==> src/hw/usbm_pkg.sv <==
//////////////////////////////////////////////////////////////////////////////
//////////////////////////////////////////////////////////////////////////////
`default_nettype none
package usbm_pkg;

  // Register map, one aligned word per register, eight bytes per endpoint
  localparam logic [11:0] USBM_MODE_OFS   = 12'h000;
  localparam logic [11:0] USBM_COUNT_OFS  = 12'h004;
  localparam logic [11:0] USBM_EP_STRIDE  = 12'h008;

  // Mode register fields
  localparam int USBM_MODE_LSB  = 0;
  localparam int USBM_STAT_LSB  = 4;
  localparam int USBM_LOCK_BIT  = 7;
  // Status bit order inside the status field
  localparam int USBM_ST_SETUP  = 0;
  localparam int USBM_ST_IN     = 1;
  localparam int USBM_ST_OUT    = 2;
  // Count register fields
  localparam int USBM_CNT_LSB   = 0;
  localparam int USBM_TOG_BIT   = 7;

  // Reset values
  localparam logic [3:0] USBM_MODE_RST = 4'h0;
  localparam logic [3:0] USBM_CNT_RST  = 4'h0;

  // Modes the engine names; it writes only the NAK ones itself
  localparam logic [3:0] USBM_M_DISABLE  = 4'h0;
  localparam logic [3:0] USBM_M_NAK_IO   = 4'h1;
  localparam logic [3:0] USBM_M_NAK_OUT  = 4'h8;
  localparam logic [3:0] USBM_M_ACK_OUT  = 4'h9;
  localparam logic [3:0] USBM_M_NAKO_SI  = 4'ha;
  localparam logic [3:0] USBM_M_ACKO_SI  = 4'hb;
  localparam logic [3:0] USBM_M_NAK_IN   = 4'hc;
  localparam logic [3:0] USBM_M_ACK_IN   = 4'hd;
  localparam logic [3:0] USBM_M_NAKI_SO  = 4'he;
  localparam logic [3:0] USBM_M_ACKI_SO  = 4'hf;

  // Packet limits, byte counts include the two CRC bytes
  localparam logic [4:0] USBM_MAX_LEN    = 5'h0a;
  localparam logic [4:0] USBM_ZERO_LEN   = 5'h02;

  // Token identifiers from the serial_engine
  typedef enum logic [1:0] {
    USBM_PID_NONE,
    USBM_PID_SETUP,
    USBM_PID_IN,
    USBM_PID_OUT
  } usbm_pid_t;

  // Per-token response of a mode
  typedef enum logic [2:0] {
    USBM_R_IGN,
    USBM_R_ACC,
    USBM_R_NAK,
    USBM_R_STALL,
    USBM_R_TX0,
    USBM_R_TXCNT,
    USBM_R_CHECK,
    USBM_R_ACK
  } usbm_resp_t;

  // Handshake or data packet the serial_engine must send
  typedef enum logic [1:0] {
    USBM_HS_ACK,
    USBM_HS_NAK,
    USBM_HS_STALL,
    USBM_HS_DATA
  } usbm_hs_kind_t;

  // Token decoded by the serial_engine, valid for one cycle
  typedef struct packed {
    logic      valid;
    usbm_pid_t pid;
    logic [1:0] ep;
  } usbm_tok_t;

  // Data packet from the host: start and done are one-cycle pulses
  typedef struct packed {
    logic       start;
    logic       done;
    logic [4:0] len;
    logic       toggle_bit;
    logic       ok;
  } usbm_dat_t;

  // Answer to the serial_engine, valid for one cycle
  typedef struct packed {
    logic          valid;
    usbm_hs_kind_t kind;
    logic [3:0]    count;
    logic          toggle_bit;
  } usbm_hs_t;

endpackage : usbm_pkg
`default_nettype wire

==> src/hw/usbm_ep_engine.sv <==
// Added by the designer: the register addresses and the APB register port.
`default_nettype none
module usbm_ep_engine #(
  parameter int NUM_EP = 3
) (
  // Clock and reset
  input  wire  logic                     sys_clk,
  input  wire  logic                     rst_n,
  // APB slave
  input  wire  logic                     psel,
  input  wire  logic                     penable,
  input  wire  logic                     pwrite,
  input  wire  logic [11:0]              paddr,
  input  wire  logic [31:0]              pwdata,
  output logic [31:0]                    prdata,
  output logic                           pready,
  output logic                           pslverr,
  // Serial_engine side
  input  wire  usbm_pkg::usbm_tok_t      tok,
  input  wire  usbm_pkg::usbm_dat_t      dat,
  input  wire  logic                     host_ack,
  input  wire  logic                     txn_abort,
  input  wire  logic [NUM_EP-1:0]        buf_corrupt,
  output usbm_pkg::usbm_hs_t             hs,
  // Endpoint interrupt requests and lock state
  output logic [NUM_EP-1:0]              ep_irq,
  output logic                           ep0_locked
);
  import usbm_pkg::*;

  //////////////////////////////////////////////////////////////////////////////
  // Mode decode: Setup, In, Out responses
  function automatic logic [8:0] mode_resp(input logic [3:0] m);
    usbm_resp_t s;
    usbm_resp_t i;
    usbm_resp_t o;
    s = USBM_R_IGN;
    i = USBM_R_IGN;
    o = USBM_R_IGN;
    case (m)
      4'h0: begin s = USBM_R_IGN; i = USBM_R_IGN;   o = USBM_R_IGN;   end
      4'h1: begin s = USBM_R_ACC; i = USBM_R_NAK;   o = USBM_R_NAK;   end
      4'h2: begin s = USBM_R_ACC; i = USBM_R_STALL; o = USBM_R_CHECK; end
      4'h3: begin s = USBM_R_ACC; i = USBM_R_STALL; o = USBM_R_STALL; end
      4'h4: begin s = USBM_R_ACC; i = USBM_R_IGN;   o = USBM_R_IGN;   end
      4'h5: begin s = USBM_R_IGN; i = USBM_R_IGN;   o = USBM_R_ACC;   end
      4'h6: begin s = USBM_R_ACC; i = USBM_R_TX0;   o = USBM_R_STALL; end
      4'h7: begin s = USBM_R_IGN; i = USBM_R_TXCNT; o = USBM_R_IGN;   end
      4'h8: begin s = USBM_R_IGN; i = USBM_R_IGN;   o = USBM_R_NAK;   end
      4'h9: begin s = USBM_R_IGN; i = USBM_R_IGN;   o = USBM_R_ACK;   end
      4'ha: begin s = USBM_R_ACC; i = USBM_R_TX0;   o = USBM_R_NAK;   end
      4'hb: begin s = USBM_R_ACC; i = USBM_R_TX0;   o = USBM_R_ACK;   end
      4'hc: begin s = USBM_R_IGN; i = USBM_R_NAK;   o = USBM_R_IGN;   end
      4'hd: begin s = USBM_R_IGN; i = USBM_R_TXCNT; o = USBM_R_IGN;   end
      4'he: begin s = USBM_R_ACC; i = USBM_R_NAK;   o = USBM_R_CHECK; end
      4'hf: begin s = USBM_R_ACC; i = USBM_R_TXCNT; o = USBM_R_CHECK; end
      default: begin s = USBM_R_IGN; i = USBM_R_IGN; o = USBM_R_IGN; end
    endcase
    return {s, i, o};
  endfunction : mode_resp

  //////////////////////////////////////////////////////////////////////////////
  // Register storage
  logic [3:0] mode_q  [NUM_EP];
  logic [2:0] stat_q  [NUM_EP];
  logic [3:0] cnt_q   [NUM_EP];
  logic       tog_q   [NUM_EP];
  logic       lock_q;

  // APB decode
  wire logic [2:0] reg_idx    = paddr[4:2];
  wire logic [1:0] reg_ep     = reg_idx[2:1];
  wire logic       reg_is_cnt = reg_idx[0];
  wire logic       mapped     = (paddr[11:5] == 7'h00) && (paddr[1:0] == 2'b00)
                                && (32'(reg_ep) < 32'(NUM_EP));
  wire logic       acc_end    = psel && penable && pready;
  wire logic       wr_acc     = acc_end && pwrite && mapped;
  wire logic       rd_acc     = acc_end && !pwrite && mapped;
  // release on read of endpoint 0 registers
  wire logic       ep0_read   = rd_acc && (reg_ep == 2'd0);

  //////////////////////////////////////////////////////////////////////////////
  // Transaction state machine
  typedef enum logic [1:0] {
    USBM_ST_IDLE,
    USBM_ST_DATA,
    USBM_ST_HACK
  } usbm_fsm_t;

  usbm_fsm_t  st_q;
  usbm_fsm_t  st_d;
  usbm_pid_t  pid_q;
  logic [1:0] ep_q;
  usbm_resp_t resp_q;
  usbm_hs_t   hs_q;
  usbm_hs_t   hs_d;

  wire logic       tok_ep_ok = tok.valid && (32'(tok.ep) < 32'(NUM_EP));
  wire logic [3:0] tok_mode  = tok_ep_ok ? mode_q[tok.ep] : USBM_M_DISABLE;
  wire logic [8:0] tok_rsp   = mode_resp(tok_mode);
  wire usbm_resp_t rsp_setup = usbm_resp_t'(tok_rsp[8:6]);
  wire usbm_resp_t rsp_in    = usbm_resp_t'(tok_rsp[5:3]);
  wire usbm_resp_t rsp_out   = usbm_resp_t'(tok_rsp[2:0]);
  wire usbm_resp_t tok_resp  = (tok.pid == USBM_PID_SETUP) ? rsp_setup :
                               (tok.pid == USBM_PID_IN)    ? rsp_in    :
                               (tok.pid == USBM_PID_OUT)   ? rsp_out   : USBM_R_IGN;
  wire logic       tok_take  = tok_ep_ok && (tok_resp != USBM_R_IGN);

  wire logic       dat_valid = dat.done && dat.ok && (dat.len <= USBM_MAX_LEN);
  wire logic       chk_pass  = (dat.len == USBM_ZERO_LEN) && dat.toggle_bit;

  // Completion events, one-cycle
  logic       fin;
  logic       fin_ack;
  // Interrupt-worthy completion; NAK and STALL ends only touch status
  logic       fin_irq;
  logic       mode_we;
  logic [3:0] mode_new;

  always_comb begin
    st_d     = st_q;
    hs_d     = '0;
    fin      = 1'b0;
    fin_ack  = 1'b0;
    fin_irq  = 1'b0;
    mode_we  = 1'b0;
    mode_new = mode_q[ep_q];
    case (st_q)
      USBM_ST_IDLE: begin
        if (tok_take) begin
          case (tok_resp)
            USBM_R_NAK, USBM_R_STALL: begin
              if (tok.pid == USBM_PID_IN) begin
                hs_d.valid = 1'b1;
                hs_d.kind  = (tok_resp == USBM_R_NAK) ? USBM_HS_NAK : USBM_HS_STALL;
                // In status set as the refusal ends the transaction
                fin        = 1'b1;
              end else begin
                st_d = USBM_ST_DATA;
              end
            end
            USBM_R_TX0, USBM_R_TXCNT: begin
              hs_d.valid      = 1'b1;
              hs_d.kind       = USBM_HS_DATA;
              hs_d.count      = (tok_resp == USBM_R_TXCNT) ? cnt_q[tok.ep] : 4'h0;
              hs_d.toggle_bit = tog_q[tok.ep];
              st_d            = (tok_mode == USBM_M_ACK_IN || tok_mode == USBM_M_ACKI_SO)
                                ? USBM_ST_HACK : USBM_ST_IDLE;
              // Zero length and isochronous replies finish without host ACK tracking
              fin             = (st_d == USBM_ST_IDLE);
              fin_irq         = fin;
            end
            default: st_d = USBM_ST_DATA;
          endcase
        end
      end
      USBM_ST_DATA: begin
        if (txn_abort || tok.valid) begin
          st_d = USBM_ST_IDLE;
        end else if (dat.done && !dat_valid) begin
          st_d = USBM_ST_IDLE;
        end else if (dat_valid) begin
          st_d       = USBM_ST_IDLE;
          fin        = 1'b1;
          hs_d.valid = 1'b1;
          case (resp_q)
            USBM_R_ACC: begin
              fin_irq = 1'b1;
              if (pid_q == USBM_PID_SETUP) begin
                hs_d.kind = USBM_HS_ACK;
                fin_ack   = 1'b1;
                mode_we   = 1'b1;
                mode_new  = USBM_M_NAK_IO;
              end else begin
                hs_d.valid = 1'b0;
              end
            end
            USBM_R_NAK:   hs_d.kind = USBM_HS_NAK;
            USBM_R_STALL: hs_d.kind = USBM_HS_STALL;
            USBM_R_CHECK: begin
              hs_d.kind = chk_pass ? USBM_HS_ACK : USBM_HS_STALL;
              fin_ack   = chk_pass;
              fin_irq   = chk_pass;
            end
            USBM_R_ACK: begin
              hs_d.kind = USBM_HS_ACK;
              fin_ack   = 1'b1;
              fin_irq   = 1'b1;
              mode_we   = 1'b1;
              mode_new  = (mode_q[ep_q] == USBM_M_ACK_OUT) ? USBM_M_NAK_OUT : USBM_M_NAKO_SI;
            end
            default: hs_d.valid = 1'b0;
          endcase
        end
      end
      USBM_ST_HACK: begin
        if (txn_abort || tok.valid) begin
          st_d = USBM_ST_IDLE;
        end else if (host_ack) begin
          st_d     = USBM_ST_IDLE;
          fin      = 1'b1;
          fin_ack  = 1'b1;
          fin_irq  = 1'b1;
          mode_we  = 1'b1;
          mode_new = (mode_q[ep_q] == USBM_M_ACK_IN) ? USBM_M_NAK_IN : USBM_M_NAKI_SO;
        end
      end
      default: st_d = USBM_ST_IDLE;
    endcase
  end

  // Endpoint and token of the event seen this cycle
  wire logic [1:0] ev_ep   = (st_q == USBM_ST_IDLE) ? tok.ep : ep_q;
  wire usbm_pid_t  ev_pid  = (st_q == USBM_ST_IDLE) ? tok.pid : pid_q;
  // setup status at data phase start
  wire logic       setup_seen = (st_q == USBM_ST_DATA) && dat.start && (pid_q == USBM_PID_SETUP);

  always_ff @(posedge sys_clk or negedge rst_n) begin
    if (!rst_n) begin
      st_q   <= USBM_ST_IDLE;
      pid_q  <= USBM_PID_NONE;
      ep_q   <= 2'h0;
      resp_q <= USBM_R_IGN;
      hs_q   <= '0;
    end else begin
      st_q <= st_d;
      hs_q <= hs_d;
      if (st_q == USBM_ST_IDLE && tok_take) begin
        pid_q  <= tok.pid;
        ep_q   <= tok.ep;
        resp_q <= tok_resp;
      end
    end
  end

  //////////////////////////////////////////////////////////////////////////////
  // Per-endpoint registers and interrupts
  logic [NUM_EP-1:0] irq_q;

  genvar e;
  generate
    for (e = 0; e < NUM_EP; e++) begin : g_ep
      wire logic this_ev  = (32'(ev_ep) == e);
      wire logic locked   = (e == 0) && lock_q;
      wire logic cpu_sel  = wr_acc && (32'(reg_ep) == e) && !locked;
      // in and out status at transaction end
      wire logic st_in    = fin && this_ev && (ev_pid == USBM_PID_IN);
      wire logic st_out   = fin && this_ev && (ev_pid == USBM_PID_OUT);
      wire logic st_setup = setup_seen && this_ev;
      wire logic [2:0] st_set = {st_out, st_in, st_setup};

      always_ff @(posedge sys_clk or negedge rst_n) begin
        if (!rst_n) begin
          mode_q[e] <= USBM_MODE_RST;
          stat_q[e] <= 3'h0;
          cnt_q[e]  <= USBM_CNT_RST;
          tog_q[e]  <= 1'b0;
          irq_q[e]  <= 1'b0;
        end else begin
          // Engine mode change wins over a CPU write in the same cycle
          if (mode_we && this_ev) begin
            mode_q[e] <= mode_new;
          end else if (cpu_sel && !reg_is_cnt) begin
            mode_q[e] <= pwdata[USBM_MODE_LSB +: 4];
          end
          // Hardware set wins over software clear
          if (cpu_sel && !reg_is_cnt) begin
            stat_q[e] <= pwdata[USBM_STAT_LSB +: 3] | st_set;
          end else begin
            stat_q[e] <= stat_q[e] | st_set;
          end
          if (cpu_sel && reg_is_cnt) begin
            cnt_q[e] <= pwdata[USBM_CNT_LSB +: 4];
            tog_q[e] <= pwdata[USBM_TOG_BIT];
          end
          irq_q[e] <= (fin_irq && this_ev) || buf_corrupt[e];
        end
      end
    end
  endgenerate

  //////////////////////////////////////////////////////////////////////////////
  // Endpoint 0 write interlock
  always_ff @(posedge sys_clk or negedge rst_n) begin
    if (!rst_n) begin
      lock_q <= 1'b0;
    // lock after ACK on endpoint 0
    end else if (fin && fin_ack && (ev_ep == 2'd0)) begin
      lock_q <= 1'b1;
    end else if (ep0_read) begin
      lock_q <= 1'b0;
    end
  end

  //////////////////////////////////////////////////////////////////////////////
  // APB answer: one wait state, read data registered
  logic        pready_q;
  logic        pslverr_q;
  logic [31:0] prdata_q;

  wire logic [31:0] rd_mode = {24'h0, (reg_ep == 2'd0) && lock_q, 
                               mapped ? stat_q[reg_ep] : 3'h0,
                               mapped ? mode_q[reg_ep] : 4'h0};
  wire logic [31:0] rd_cnt  = {24'h0, mapped && tog_q[reg_ep], 3'h0,
                               mapped ? cnt_q[reg_ep] : 4'h0};
  wire logic [31:0] rd_word = !mapped ? 32'h0000_0000 : (reg_is_cnt ? rd_cnt : rd_mode);
  wire logic        req     = psel && penable && !pready_q;

  always_ff @(posedge sys_clk or negedge rst_n) begin
    if (!rst_n) begin
      pready_q  <= 1'b0;
      pslverr_q <= 1'b0;
      prdata_q  <= 32'h0000_0000;
    end else begin
      pready_q  <= req;
      pslverr_q <= req && !mapped;
      if (req && !pwrite) begin
        prdata_q <= rd_word;
      end
    end
  end

  assign pready     = pready_q;
  assign pslverr    = pslverr_q;
  assign prdata     = prdata_q;
  assign hs         = hs_q;
  assign ep_irq     = irq_q;
  assign ep0_locked = lock_q;

endmodule : usbm_ep_engine
`default_nettype wire

==> config.mk <==
export PLATFORM = sky130hd
export DESIGN_NAME = usbm_ep_engine
export DESIGN_NICKNAME = d
export VERILOG_FILES = /design/src/hw/usbm_pkg.sv /design/src/hw/usbm_ep_engine.sv
export SDC_FILE = /design/constraint.sdc
export NUM_CORES = 1
export LEC_CHECK = 0
export ABC_AREA = 0
export BUFFER_PORTS_ARGS = -buffer_cell sky130_fd_sc_hd__buf_2
export CAP_MARGIN = 20
export CORE_UTILIZATION = 49
export CTS_CLUSTER_DIAMETER = 120
export DETAILED_ROUTE_END_ITERATION = 10
export GPL_ROUTABILITY_DRIVEN = 0
export PLACE_DENSITY = 0.8
export SLEW_MARGIN = 20
export SYNTH_ARGS = -nofsm -noshare
export SYNTH_HDL_FRONTEND = slang
export SYNTH_SLANG_ARGS = --single-unit
==> constraint.sdc <==
create_clock -name sys_clk -period 2.7 [get_ports sys_clk]
set_clock_uncertainty 0.05 [all_clocks]
set_input_delay 0.27 -clock sys_clk [delete_from_list [all_inputs] [get_ports sys_clk]]
set_output_delay 0.27 -clock sys_clk [all_outputs]
set_load 0.02 [all_outputs]
Yosys cells after proc, flatten, opt, wreduce, memory -nomap -nowiden
Memories as Yosys holds them, arrays and structs flattened.
Cells that the tools add are included.
{"block": "word_totals", "output_inout_bits": 46, "ff_bits": 91, "mem_bits_ro": 112, "mem_bits_rw": 0, "latch_bits": 0, "inputBits": 68, "word_cells": 257, "memories": 1}
{"name": "(no name shown)", "depth": 16, "word_bits": 7, "read_ports": 1, "rd_clocked_by_memory_dff": 0, "wr": 0, "line": "usbm_ep_engine.sv:40", "rtl": "case (m)"}
{"block": "classes", "order_cmp": 6, "n_eq_ne": 30, "n_bitwise": 9, "div_mod_pow": 0, "n_mux": 104, "n_shift": 0, "reduce_logical": 80, "n_mul": 0, "add_sub_neg": 0}
{"op": "$mux 4", "n": 24}
{"op": "$logic_and 1x1->1", "n": 53}
{"op": "$bmux 4 s2", "n": 5}
{"op": "$mux 3", "n": 12}
{"op": "$mux 2", "n": 14}
{"op": "$mux 1", "n": 25}
{"op": "$mux 8", "n": 3}
{"op": "$or 3x3->3", "n": 6}
{"op": "$eq 4x4->1 const B", "n": 4}
{"op": "$pmux 4 s2", "n": 2}
{"op": "$eq 2x2->1 const B", "n": 7}
{"op": "$eq 3x2->1 const B", "n": 4}
{"op": "$eq 3x3->1 const B", "n": 4}
{"op": "$pmux 1 s2", "n": 6}
{"op": "$pmux 2 s3", "n": 2}
{"op": "$pmux 3 s2", "n": 2}
{"op": "$eq 2x1->1 const B", "n": 5}
{"op": "$logic_not 2->1", "n": 5}
{"op": "$mux 5", "n": 2}
{"op": "$ge 3x3->1 const B", "n": 3}
{"op": "$not 2->3", "n": 3}
{"op": "$pmux 1 s3", "n": 3}
{"op": "$reduce_bool 2->1", "n": 4}
{"op": "$logic_not 7->1", "n": 1}
{"op": "16 further kinds", "n": 30}

Longest topological paths before layout
Gate-level depths: netlist of run 1.
An unclocked memory read counts as a cell.
{"block": "logic_depth", "ltp_word": 18, "ltp_mapped": 14}

Worst setup path before layout of run 1
Ideal clock, no wire load.
{"block": "synth_timing", "kind": "input to register", "from": "in tok[0] (netlist name)", "to": "reg pid_q[0]", "setup_time_ns": 0.128, "n_path_buf": 2, "t_arrival_ns": 2.543, "slack_ns": -0.020, "path_stages": 12, "cell_sequence": "buf_4 buf_2 o22a_1 nor2_1 ha_1 inv_1 a221o_1 o31a_1 o211ai_1 o211ai_2 a31oi_4 mux2_1"}
{"block": "synth_via", "elab_chain_cells": 12}
{"element": "start, declared", "line": "usbm_ep_engine.sv:19", "rtl": "input wire usbm_pkg::usbm_tok_t tok,"}
{"element": "$not 2->3 (not written as such)", "line": "usbm_ep_engine.sv:99", "rtl": "wire logic [3:0] tok_mode = tok_ep_ok ? mode_q[tok.ep] : USBM_M_DISABLE;"}
{"element": "$bmux 4 s2", "line": "usbm_ep_engine.sv:99"}
{"element": "$mux 4 (not written as such) (2 in series)", "line": "usbm_ep_engine.sv:99"}
{"element": "$mux 4", "line": "usbm_ep_engine.sv:99"}
{"element": "$mem_v2 16x7"}
{"element": "$mux 3", "line": "usbm_ep_engine.sv:106", "rtl": "(tok.pid == USBM_PID_OUT) ? rsp_out : USBM_R_IGN;"}
{"element": "$mux 3", "line": "usbm_ep_engine.sv:105", "rtl": "(tok.pid == USBM_PID_IN) ? rsp_in :"}
{"element": "$mux 3", "line": "usbm_ep_engine.sv:104", "rtl": "wire usbm_resp_t tok_resp = (tok.pid == USBM_PID_SETUP) ? rsp_setup :"}
{"element": "$reduce_bool 3->1", "line": "usbm_ep_engine.sv:107", "rtl": "wire logic tok_take = tok_ep_ok && (tok_resp != USBM_R_IGN);"}
{"element": "$logic_and 1x1->1 *", "line": "usbm_ep_engine.sv:107"}
{"element": "$logic_and 1x1->1 *", "line": "usbm_ep_engine.sv:228", "rtl": "if (st_q == USBM_ST_IDLE && tok_take) begin"}
{"element": "end signal, assigned", "line": "usbm_ep_engine.sv:229", "rtl": "pid_q <= tok.pid;"}
{"element": "end, declared", "line": "usbm_ep_engine.sv:92", "rtl": "usbm_pid_t pid_q;"}
Mark *: on every way between the ends. The rest lies on a longest branch, timed or not. The select of a mux whose other input is x is not followed.
A chain may end at the register's enable or synchronous reset.

Final worst setup path of run 1
{"block": "layout_timing", "from": "reg mode_q[8] (netlist name)", "to": "reg st_q[0]"}
{"block": "layout_via", "elab_chain_cells": 13}
{"element": "start, declared", "line": "usbm_ep_engine.sv:64", "rtl": "logic [3:0] mode_q [NUM_EP];"}
{"element": "start signal, assigned by index", "line": "usbm_ep_engine.sv:262", "rtl": "mode_q[e] <= mode_new;"}
{"element": "start signal, assigned by index", "line": "usbm_ep_engine.sv:264", "rtl": "mode_q[e] <= pwdata[USBM_MODE_LSB +: 4];"}
{"element": "$bmux 4 s2 *", "line": "usbm_ep_engine.sv:99"}
{"element": "$mux 4 (not written as such) * (2 in series)", "line": "usbm_ep_engine.sv:99"}
{"element": "$mux 4 *", "line": "usbm_ep_engine.sv:99"}
{"element": "$mem_v2 16x7 *"}
{"element": "$mux 3", "line": "usbm_ep_engine.sv:106"}
{"element": "$mux 3", "line": "usbm_ep_engine.sv:105"}
{"element": "$mux 3 *", "line": "usbm_ep_engine.sv:104"}
{"element": "$eq 3x3->1 or $eq 3x2->1 (tied branches)", "line": "usbm_ep_engine.sv:131", "rtl": "case (tok_resp)"}
{"element": "$reduce_or 2->1", "line": "usbm_ep_engine.sv:131"}
{"element": "$pmux 2 s2", "line": "usbm_ep_engine.sv:131"}
{"element": "$mux 2", "line": "usbm_ep_engine.sv:130", "rtl": "if (tok_take) begin"}
{"element": "$pmux 2 s3", "line": "usbm_ep_engine.sv:128", "rtl": "case (st_q)"}
{"element": "end signal, assigned", "line": "usbm_ep_engine.sv:226", "rtl": "st_q <= st_d;"}
{"element": "end, declared", "line": "usbm_ep_engine.sv:90", "rtl": "usbm_fsm_t st_q;"}
Marked as above.

==> flow_metrics.env, run 1 <==
export IMPL_dpl_instance_area_um2=5130
export IMPL_reg2regPathDepth=12
export IMPL_netlist_top_cells_area="dfrtp_1, mux2i_1, buf_4, mux2_2, nand2_1"
export IMPL_whs_path_depth=2
export IMPL_yosys_cell_types_count=77
export IMPL_critPathRequiredTime_ns=2.91
export IMPL_synth_edf_count=0
export IMPL_drc=0
export IMPL_antenna_found_initial=0
export IMPL_cp_endpoint="st_q[0]$_DFFE_PN0P_"
export IMPL_core_um2=9150
export IMPL_final_period_utilization_pct=98.8
export IMPL_die_h_um=99.0
export IMPL_grt_pass1_wl_um=19000
export IMPL_async_reset_ff_share_pct=100
export IMPL_wl_per_cell_um=17.3
export IMPL_cap_violations=0
export IMPL_synth_flop_cell="dfrtp_1"
export IMPL_pin_count=114
export IMPL_start_util_pct=50.3
export IMPL_hp_class="input pin to flop"
export IMPL_design_area_um2=5400
export IMPL_cts_buffers=9
export IMPL_grt_max_degree=28
export IMPL_endpoint_kind="flop"
export IMPL_critPathArrivalTime_ns=2.87
export IMPL_synthCells=477
export IMPL_clk_path_buf_depth=2
export IMPL_synth_most_common_cell="dfrtp_1"
export IMPL_rsz0062_at_grt="yes"
export IMPL_critPathKind="flop to flop"
export IMPL_portBuffers=65
export IMPL_placed_cells=663
export IMPL_ys_seq_area_share_pct=36.4
export IMPL_stdcell_count=682
export IMPL_via_per_inst=5.84
export IMPL_dp_hpwl_um=8950
export IMPL_wl_um=11800
export IMPL_finalHoldViolations=0
export IMPL_ir_worst_vdd_v=0.000237
export IMPL_clock_sinks=67
export IMPL_syn_area_um2=4610
export IMPL_synth_seq_cells=67
export IMPL_clkTransAtPathRegs_ns=0.08
export IMPL_status="finished clean"
export IMPL_syn_area_per_cell_um2=9.66
export IMPL_synth_common_cells="dfrtp_1, mux2i_1, nand2_1"
export IMPL_fmax_ghz=0.375
export IMPL_fill_cells=778
export IMPL_slew_headroom_pct=56.6
export IMPL_path_max_fanout=11
export IMPL_grt_usage_pct=24.6
export IMPL_final_setup_viol_count=0
export IMPL_leakage_nw=2.53
export IMPL_netlist_top_cell_by_area="dfrtp_1"
export IMPL_design_die_area_um2=9790
export IMPL_firstDrtPassIters=5
export IMPL_fin_ws_ns=0.0328
export IMPL_ctsHtreeMaxLevel=3
export IMPL_fin_crit_ns=2.67
export IMPL_finish_utilization_pct=59.0
export IMPL_grt_pass1_vias=3907
export IMPL_tritoncts="built"
export IMPL_drv_slew=0
export IMPL_r2r_start="mode_q[8]$_DFFE_PN0P_"
export IMPL_gr_total_overflow=0
export IMPL_diodes=0
export IMPL_dr_total_vias=3986
export IMPL_drive_gt1_share_pct=29.8
export IMPL_cts_root_buf="clkbuf_8"
export IMPL_area_delta_synth_final_pct=17.2
export IMPL_r2r_end="st_q[0]$_DFFE_PN0P_"
export IMPL_antenna_left=0
export IMPL_reg2reg_slack_ns=0.03
export IMPL_die_width_um=99.0
export IMPL_yosys_area_top_type_share_pct=36.4
export IMPL_nets=642
export IMPL_drt_iter0_drc=233
export IMPL_crit_start="mode_q[8]$_DFFE_PN0P_"
export IMPL_worstSkewPairLatency_ns=0.34
export IMPL_startpoint_type="flop"
export IMPL_pre_cts_slack_ns=0.0253
export IMPL_powerDensity_nw_per_um2=507
export IMPL_yosys_warnings=0
export IMPL_tightest_slew_ns=0.649
export IMPL_core_rowCount=35
-- power by group --
group | switching [mW] | internal [mW]
combinational | 0.403 | 0.239
clock | 0.399 | 0.522
sequential | 0.0945 | 1.08
total | 0.897 | 1.84
-- what timing repair did --
| action | in CTS | in global routing |
|---|---|---|
| endpoints found under the hold margin | 23 | 0 |
| buffers inserted | 0 | 2 |
| endpoints found under the setup margin | 0 | 8 |
| hold buffers | 1 | 0 |
| gates resized for setup | 0 | 8 |
-- layout by cell type (no fill, tap or decap), drive strengths merged, types with 6 or more instances in the layout --
cell	count
mux2i	58
dfrtp	67
mux2	21
ha	8
nand2b	6
a21oi	28
nor3	8
nand2	44
nor2	30
inv	18
o31ai	7
o211ai	7
o21ai	33
buf	104
conb	24
clkbuf	10
o21a	6
o22ai	9
nor4	10
-- cell type report --
| class | instances | area (µm²) | area share (%) |
|---|---|---|---|
| clock buffers | 10 | 128 | 2.36 |
| clock inverters | 6 | 90.1 | 1.67 |
| inverters | 18 | 67.6 | 1.25 |
| multi-input cells | 365 | 2670 | 49.4 |
| flip-flops and latches | 67 | 1680 | 31.1 |
| well taps | 111 | 139 | 2.57 |
| repair buffers | 105 | 632 | 11.7 |
-- critical path, stage by stage, from the launching register on --
cell and delay, ns:
dfrtp_1 0.44, mux2i_2 0.13, o22a_1 0.24, nor2_2 0.12, ha_2 0.20, inv_1 0.04, a221o_1 0.27, o31a_1 0.11
o211ai_1 0.19, o211ai_2 0.17, buf_6 0.18, mux2_2 0.27, o221ai_1 0.19
-- state kept, by name (all words and copies together), names as in the netlist, 3 cells and up --
register  cells
prdata        8
tog_q         3
ep_irq        3
mode_q       12
cnt_q        12
hs            8
resp_q        3
stat_q        9
-- routing by layer --
metal,up-vias,global-route usage [%],routed length [µm]
met4,0,7.81,155
met1,1943,31.2,5000
met3,14,3.76,651
li1,1871,-,-
met2,158,43.0,5980
met5,-,0,0
-- cell families (layout without fill, tap and decap cells) --
group           after synthesis  count (layout)  share of synthesized area, %
flops                        67              67                          36.4
compound gates              127             127                          20.2
other cells                   1              24                        0.0814
simple gates                126             126                          14.8
buf+inv                      68             139                          8.12
xor+xnor                      1               1                         0.190
fa+ha+maj                     8               8                          2.17
mux                          79              79                          18.1
-- stage by stage --
stage | total power [mW] | setup TNS (ns) | hold WS [ns]
detailed placement | 1.80 | 0 | 0.239
CTS | 2.70 | 0 | 0.0539
finish | 2.74 | 0 | 0.0718
global route | 2.85 | -0.256 | 0.0635
global placement | 1.77 | 0 | 0.232
floorplan | 1.62 | 0 | -0.0756
-- worst min path at each step --
| stage | startpoint | to |
|---|---|---|
| final | buf_corrupt[2] | ep_irq[2]$_DFF_PN0_ |
| after global routing | buf_corrupt[2] | ep_irq[2]$_DFF_PN0_ |
| after CTS | buf_corrupt[2] | ep_irq[2]$_DFF_PN0_ |
| after detailed placement | rst_n | prdata[1]$_DFFE_PN0P_ |
| after global placement | rst_n | prdata[2]$_DFFE_PN0P_ |
| after floorplan | rst_n | cnt_q[0]$_DFFE_PN0P_ |
No activity file was read; power rests on OpenSTA's default activity.
==> run 2, diff against run 1 <==
--- a/config.mk
+++ b/config.mk
@@ -12,7 +12,7 @@
 export CTS_CLUSTER_DIAMETER = 120
 export DETAILED_ROUTE_END_ITERATION = 10
 export GPL_ROUTABILITY_DRIVEN = 0
-export PLACE_DENSITY = 0.8
+export PLACE_DENSITY = 0.77
 export SLEW_MARGIN = 20
 export SYNTH_ARGS = -nofsm -noshare
 export SYNTH_HDL_FRONTEND = slang
==> flow_metrics.env, run 2 (synthesis gave the netlist of run 1 again) <==
export IMPL_firstDrtPassIters=8
export IMPL_wl_per_cell_um=17.4
export IMPL_swShare_pct=34.4
export IMPL_drc=1
export IMPL_startpoint_type="flop"
export IMPL_fmax_ghz=0.374
export IMPL_p_sw_mw=0.912
export IMPL_critPathMaxStageDelay_ns=0.42
export IMPL_pwr_share_comb_pct=24.5
export IMPL_wl_um=11800
export IMPL_final_period_utilization_pct=99.0
export IMPL_critPathArrivalTime_ns=2.86
export IMPL_hp_class="input pin to flop"
export IMPL_r2r_start="mode_q[8]$_DFFE_PN0P_"
export IMPL_tightest_slew_ns=0.683
export IMPL_reg2reg_slack_ns=0.03
export IMPL_slew_headroom_pct=54.4
export IMPL_hold_path_end="ep_irq[2]$_DFF_PN0_"
export IMPL_fin_crit_ns=2.67
export IMPL_grt_max_degree=30
export IMPL_powerDensity_nw_per_um2=496
export IMPL_grt_usage_pct=25.1
export IMPL_clkPwrFrac_pct=31.2
export IMPL_fin_ws_ns=0.0268
export IMPL_endpoint_kind="flop"
export IMPL_path_cells="mux2i_2, o22a_1, nor2_2, ha_2, inv_2, a221o_1, o31a_1, o211ai_1, o211ai_2, a31oi_4, mux2_1"
export IMPL_clock_sinks=67
export IMPL_clkTransAtPathRegs_ns=0.08
export IMPL_core_um2=9150
export IMPL_cap_violations=0
export IMPL_area_delta_synth_final_pct=15.8
export IMPL_mostFrequentLayoutCells="dfrtp_1, buf_2, mux2i_1, nand2_1, buf_4"
export IMPL_reg2regPathDepth=11
export IMPL_antenna_found_initial=0
export IMPL_antenna_left=0
export IMPL_rsz0062_at_grt="yes"
export IMPL_top_regs="cnt_q (12), mode_q (12), stat_q (9)"
export IMPL_drive_gt1_share_pct=29.2
export IMPL_core_rowCount=35
export IMPL_clk_path_buf_depth=2
export IMPL_path_max_fanout=4
export IMPL_drv_slew=0
export IMPL_pin_count=114
export IMPL_design_die_area_um2=9790
export IMPL_ir_worst_vdd_v=0.000241
export IMPL_finalHoldViolations=0
export IMPL_r2r_end="pid_q[1]$_DFFE_PN0P_"
export IMPL_violations="design-rule violations"
export IMPL_via_per_inst=5.88
export IMPL_start_util_pct=50.3
export IMPL_critPathRequiredTime_ns=2.89
export IMPL_dr_total_vias=3984
export IMPL_gr_total_overflow=0
export IMPL_placed_cells=657
export IMPL_tritoncts="built"
export IMPL_status="finished with violations"
export IMPL_die_width_um=99.0
export IMPL_grt_pass1_vias=3857
export IMPL_drt_iter0_drc=228
export IMPL_die_h_um=99.0
export IMPL_cts_buffers=9
export IMPL_grt_pass1_wl_um=19000
export IMPL_cp_num_buf_inv=1
export IMPL_whs_ns=0.0389
export IMPL_crit_slowest_cell="dfrtp_1"
export IMPL_cts_root_buf="clkbuf_8"
export IMPL_seqPwrFrac_pct=44.2
export IMPL_final_setup_viol_count=0
export IMPL_cp_top_family="compound AO/OA/AOI/OAI gates"
export IMPL_diodes=0
export IMPL_pre_cts_slack_ns=-0.0311
export IMPL_dp_hpwl_um=8910
export IMPL_portBuffers=65
export IMPL_p_int_mw=1.74
export IMPL_ctsHtreeMaxLevel=3
export IMPL_tns_ns=0
export IMPL_worstSkewPairLatency_ns=0.35
export IMPL_whs_path_depth=2
export IMPL_worstHoldStart="buf_corrupt[2]"
export IMPL_nets=637
export IMPL_critPathKind="flop to flop"
export IMPL_stdcell_count=677
export IMPL_leakage_nw=2.49
export IMPL_layout_commonest_cell="dfrtp_1"
[run 2: metrics by stage]
stage	area [µm²]	utilization (%)	total power, mW
2_1_floorplan	4700	-	1.62
3_3_place_gp	5090	55.6	1.77
3_5_place_dp	5090	55.6	1.80
4_1_cts	5290	57.8	2.63
5_1_grt	5340	58.3	2.78
6_report	5340	58.3	2.65
[run 2: repair_timing]
item,CTS,global route
gates resized for setup,0,7
endpoints found under the hold margin,27,0
setup buffers,0,3
setup endpoints to repair,0,6
hold buffers,1,0
[run 2: power by group through the flow]
stage          Sequential (mW)  Combinational [mW]  Clock (mW)
3_5_place_dp              1.19               0.611           0
5_1_grt                   1.18               0.714       0.886
4_1_cts                   1.17               0.618       0.840
3_3_place_gp              1.18               0.592           0
6_report                  1.17               0.649       0.828
2_1_floorplan             1.14               0.483           0
[run 2: final cells by class]
cell class	instances	area, µm²
Clock inverter	7	68.8
Fill cell	803	3820
Clock buffer	9	124
Multi-Input combinational cell	365	2670
Inverter	18	67.6
Timing Repair Buffer	100	594
Tap cell	111	139
Sequential cell	67	1680
[run 2: worst max path at each step]
stage                           from              endpoint  depth (start not counted)  slack (ns)
2_1_floorplan                 tok[0]  pid_q[0]$_DFFE_PN0P_                         12        0.04
3_3_place_gp                  tok[1]   st_q[0]$_DFFE_PN0P_                         14        0.05
3_5_place_dp                  tok[1]   st_q[0]$_DFFE_PN0P_                         14       -0.03
4_1_cts        mode_q[8]$_DFFE_PN0P_   st_q[0]$_DFFE_PN0P_                         12        0.03
5_1_grt        mode_q[8]$_DFFE_PN0P_   st_q[0]$_DFFE_PN0P_                         12       -0.06
6_report       mode_q[8]$_DFFE_PN0P_  pid_q[1]$_DFFE_PN0P_                         11        0.03
[run 2: routing by layer]
layer / routed length (µm) / GRT usage, % / up-vias
met3: 578 / 4.26 / 40
met4: 353 / 10.4 / 0
met5: 0 / 0 / -
li1: - / - / 1865
met2: 5730 / 43.1 / 179
met1: 5120 / 31.3 / 1900
==> run 3, diff against run 2 <==
--- a/config.mk
+++ b/config.mk
@@ -8,11 +8,11 @@
 export ABC_AREA = 0
 export BUFFER_PORTS_ARGS = -buffer_cell sky130_fd_sc_hd__buf_2
 export CAP_MARGIN = 20
-export CORE_UTILIZATION = 49
+export CORE_UTILIZATION = 55
 export CTS_CLUSTER_DIAMETER = 120
 export DETAILED_ROUTE_END_ITERATION = 10
 export GPL_ROUTABILITY_DRIVEN = 0
-export PLACE_DENSITY = 0.77
+export PLACE_DENSITY = 0.82
 export SLEW_MARGIN = 20
 export SYNTH_ARGS = -nofsm -noshare
 export SYNTH_HDL_FRONTEND = slang
==> constraint.sdc (replaced) <==
create_clock -name sys_clk -period 3.2 [get_ports sys_clk]
set_clock_uncertainty 0.05 [all_clocks]
set_input_delay 0.32 -clock sys_clk [delete_from_list [all_inputs] [get_ports sys_clk]]
set_output_delay 0.32 -clock sys_clk [all_outputs]
set_load 0.02 [all_outputs]
==> flow_metrics.env, run 3 (synthesis gave the netlist of run 1 again) <==
export IMPL_status="finished clean"
export IMPL_cts_root_buf="clkbuf_8"
export IMPL_rsz0062_at_grt="no"
export IMPL_pre_cts_slack_ns=0.185
export IMPL_final_setup_viol_count=0
export IMPL_ctsHtreeMaxLevel=3
export IMPL_critPathKind="flop to flop"
export IMPL_drt_iter0_drc=275
export IMPL_design_area_um2=5190
export IMPL_antenna_left=0
export IMPL_dpl_instance_area_um2=5000
export IMPL_grt_usage_pct=27.5
export IMPL_core_rowCount=33
export IMPL_pin_count=114
export IMPL_cts_buffers=9
export IMPL_fmax_ghz=0.348
export IMPL_tns_ns=0
export IMPL_drive_gt1_share_pct=26.0
export IMPL_wl_per_cell_um=17.5
export IMPL_critPathArrivalTime_ns=3.06
export IMPL_endpoint_kind="flop"
export IMPL_startpoint_type="flop"
export IMPL_final_period_utilization_pct=89.9
export IMPL_drc=0
export IMPL_finalHoldViolations=0
export IMPL_portBuffers=65
export IMPL_design_die_area_um2=8750
export IMPL_gr_total_overflow=0
export IMPL_mostFrequentLayoutCells="dfrtp_1, buf_2, mux2i_1, nand2_1"
export IMPL_critPathRequiredTime_ns=3.38
export IMPL_dp_hpwl_um=8630
export IMPL_cts_resized=0
export IMPL_ir_worst_vdd_v=0.000200
export IMPL_fill_cells=672
export IMPL_via_per_inst=6.03
export IMPL_clkTransAtPathRegs_ns=0.08
export IMPL_slew_headroom_pct=55.6
export IMPL_die_width_um=93.5
export IMPL_layout_commonest_cell="dfrtp_1"
export IMPL_clock_sinks=67
export IMPL_wl_um=11500
export IMPL_grt_max_degree=36
export IMPL_die_h_um=93.5
export IMPL_start_util_pct=56.4
export IMPL_whs_path_depth=2
export IMPL_diodes=0
export IMPL_nets=622
export IMPL_dr_total_vias=3957
export IMPL_reg2regPathDepth=11
export IMPL_clk_path_buf_depth=2
export IMPL_top_regs="cnt_q (12), mode_q (12), stat_q (9)"
export IMPL_hp_class="input pin to flop"
export IMPL_tightest_slew_ns=0.665
export IMPL_path_max_fanout=4
export IMPL_fin_ws_ns=0.325
export IMPL_core_um2=8180
export IMPL_tritoncts="built"
export IMPL_cap_violations=0
export IMPL_drv_slew=0
export IMPL_area_delta_synth_final_pct=12.6
export IMPL_firstDrtPassIters=6
export IMPL_antenna_found_initial=0
export IMPL_worstSkewPairLatency_ns=0.35
export IMPL_whs_ns=0.0954
export IMPL_leakage_nw=2.42
export IMPL_grt_pass1_vias=3877
export IMPL_grt_pass1_wl_um=18600
export IMPL_fin_crit_ns=2.88
export IMPL_powerDensity_nw_per_um2=416
-- run 3: area by class of cell --
class | instances | area (µm²) | area share, %
clock buffer | 10 | 138 | 2.65
sequential | 67 | 1680 | 32.3
inverter | 18 | 67.6 | 1.30
timing repair buffer | 85 | 490 | 9.46
multi-input combinational | 365 | 2640 | 51.0
clock inverter | 6 | 40.0 | 0.772
tap | 105 | 131 | 2.53
-- run 3: power by group --
| part | switching [mW] | internal [mW] |
|---|---|---|
| logic | 0.334 | 0.189 |
| registers | 0.0778 | 0.909 |
| clock network | 0.345 | 0.302 |
| total | 0.757 | 1.40 |
-- run 3: per-layer routing --
layer | vias up | share of wire (%) | global-route usage [%]
li1 | 1835 | - | -
met1 | 1880 | 42 | 33.7
met2 | 206 | 49 | 47.1
met3 | 36 | 6.8 | 5.28
met4 | 0 | 2.7 | 12.2
met5 | - | 0 | 0
-- run 3: final timing paths --
kind                                         end  slack [ns]                  start
setup / recovery            pid_q[1]$_DFFE_PN0P_        0.32  mode_q[0]$_DFFE_PN0P_
setup reg to reg            pid_q[1]$_DFFE_PN0P_        0.32  mode_q[0]$_DFFE_PN0P_
max in group asynchronous    st_q[1]$_DFFE_PN0P_        2.27                  rst_n
min in group asynchronous   cnt_q[0]$_DFFE_PN0P_        0.50                  rst_n
hold / removal               ep_irq[1]$_DFF_PN0_         0.1         buf_corrupt[1]
hold reg to reg            prdata[3]$_DFFE_PN0P_        0.43  prdata[3]$_DFFE_PN0P_
-- run 3: timing repair --
action / 4_1_cts / 5_1_grt
hold buffers: 1 / 0
setup buffers: 0 / 0
hold endpoints to repair: 67 / 0
-- run 3: critical path, cell delays in order, from the launching register on --
cell and delay [ns]:
dfrtp_1 0.42, mux2i_1 0.12, o22a_1 0.22, nor2_1 0.22, ha_1 0.27, inv_1 0.05, a221o_1 0.26, o31a_1 0.10
o211ai_1 0.22, o211ai_2 0.21, a31oi_4 0.27, mux2_1 0.34
-- run 3: through the flow --
stage	cells	utilization [%]	power [mW]
after CTS	656	63.4	2.15
after detailed placement	639	61.1	1.51
final	656	63.4	2.16
after floorplan	500	-	1.37
after global routing	656	63.4	2.25
after global placement	639	61.1	1.49
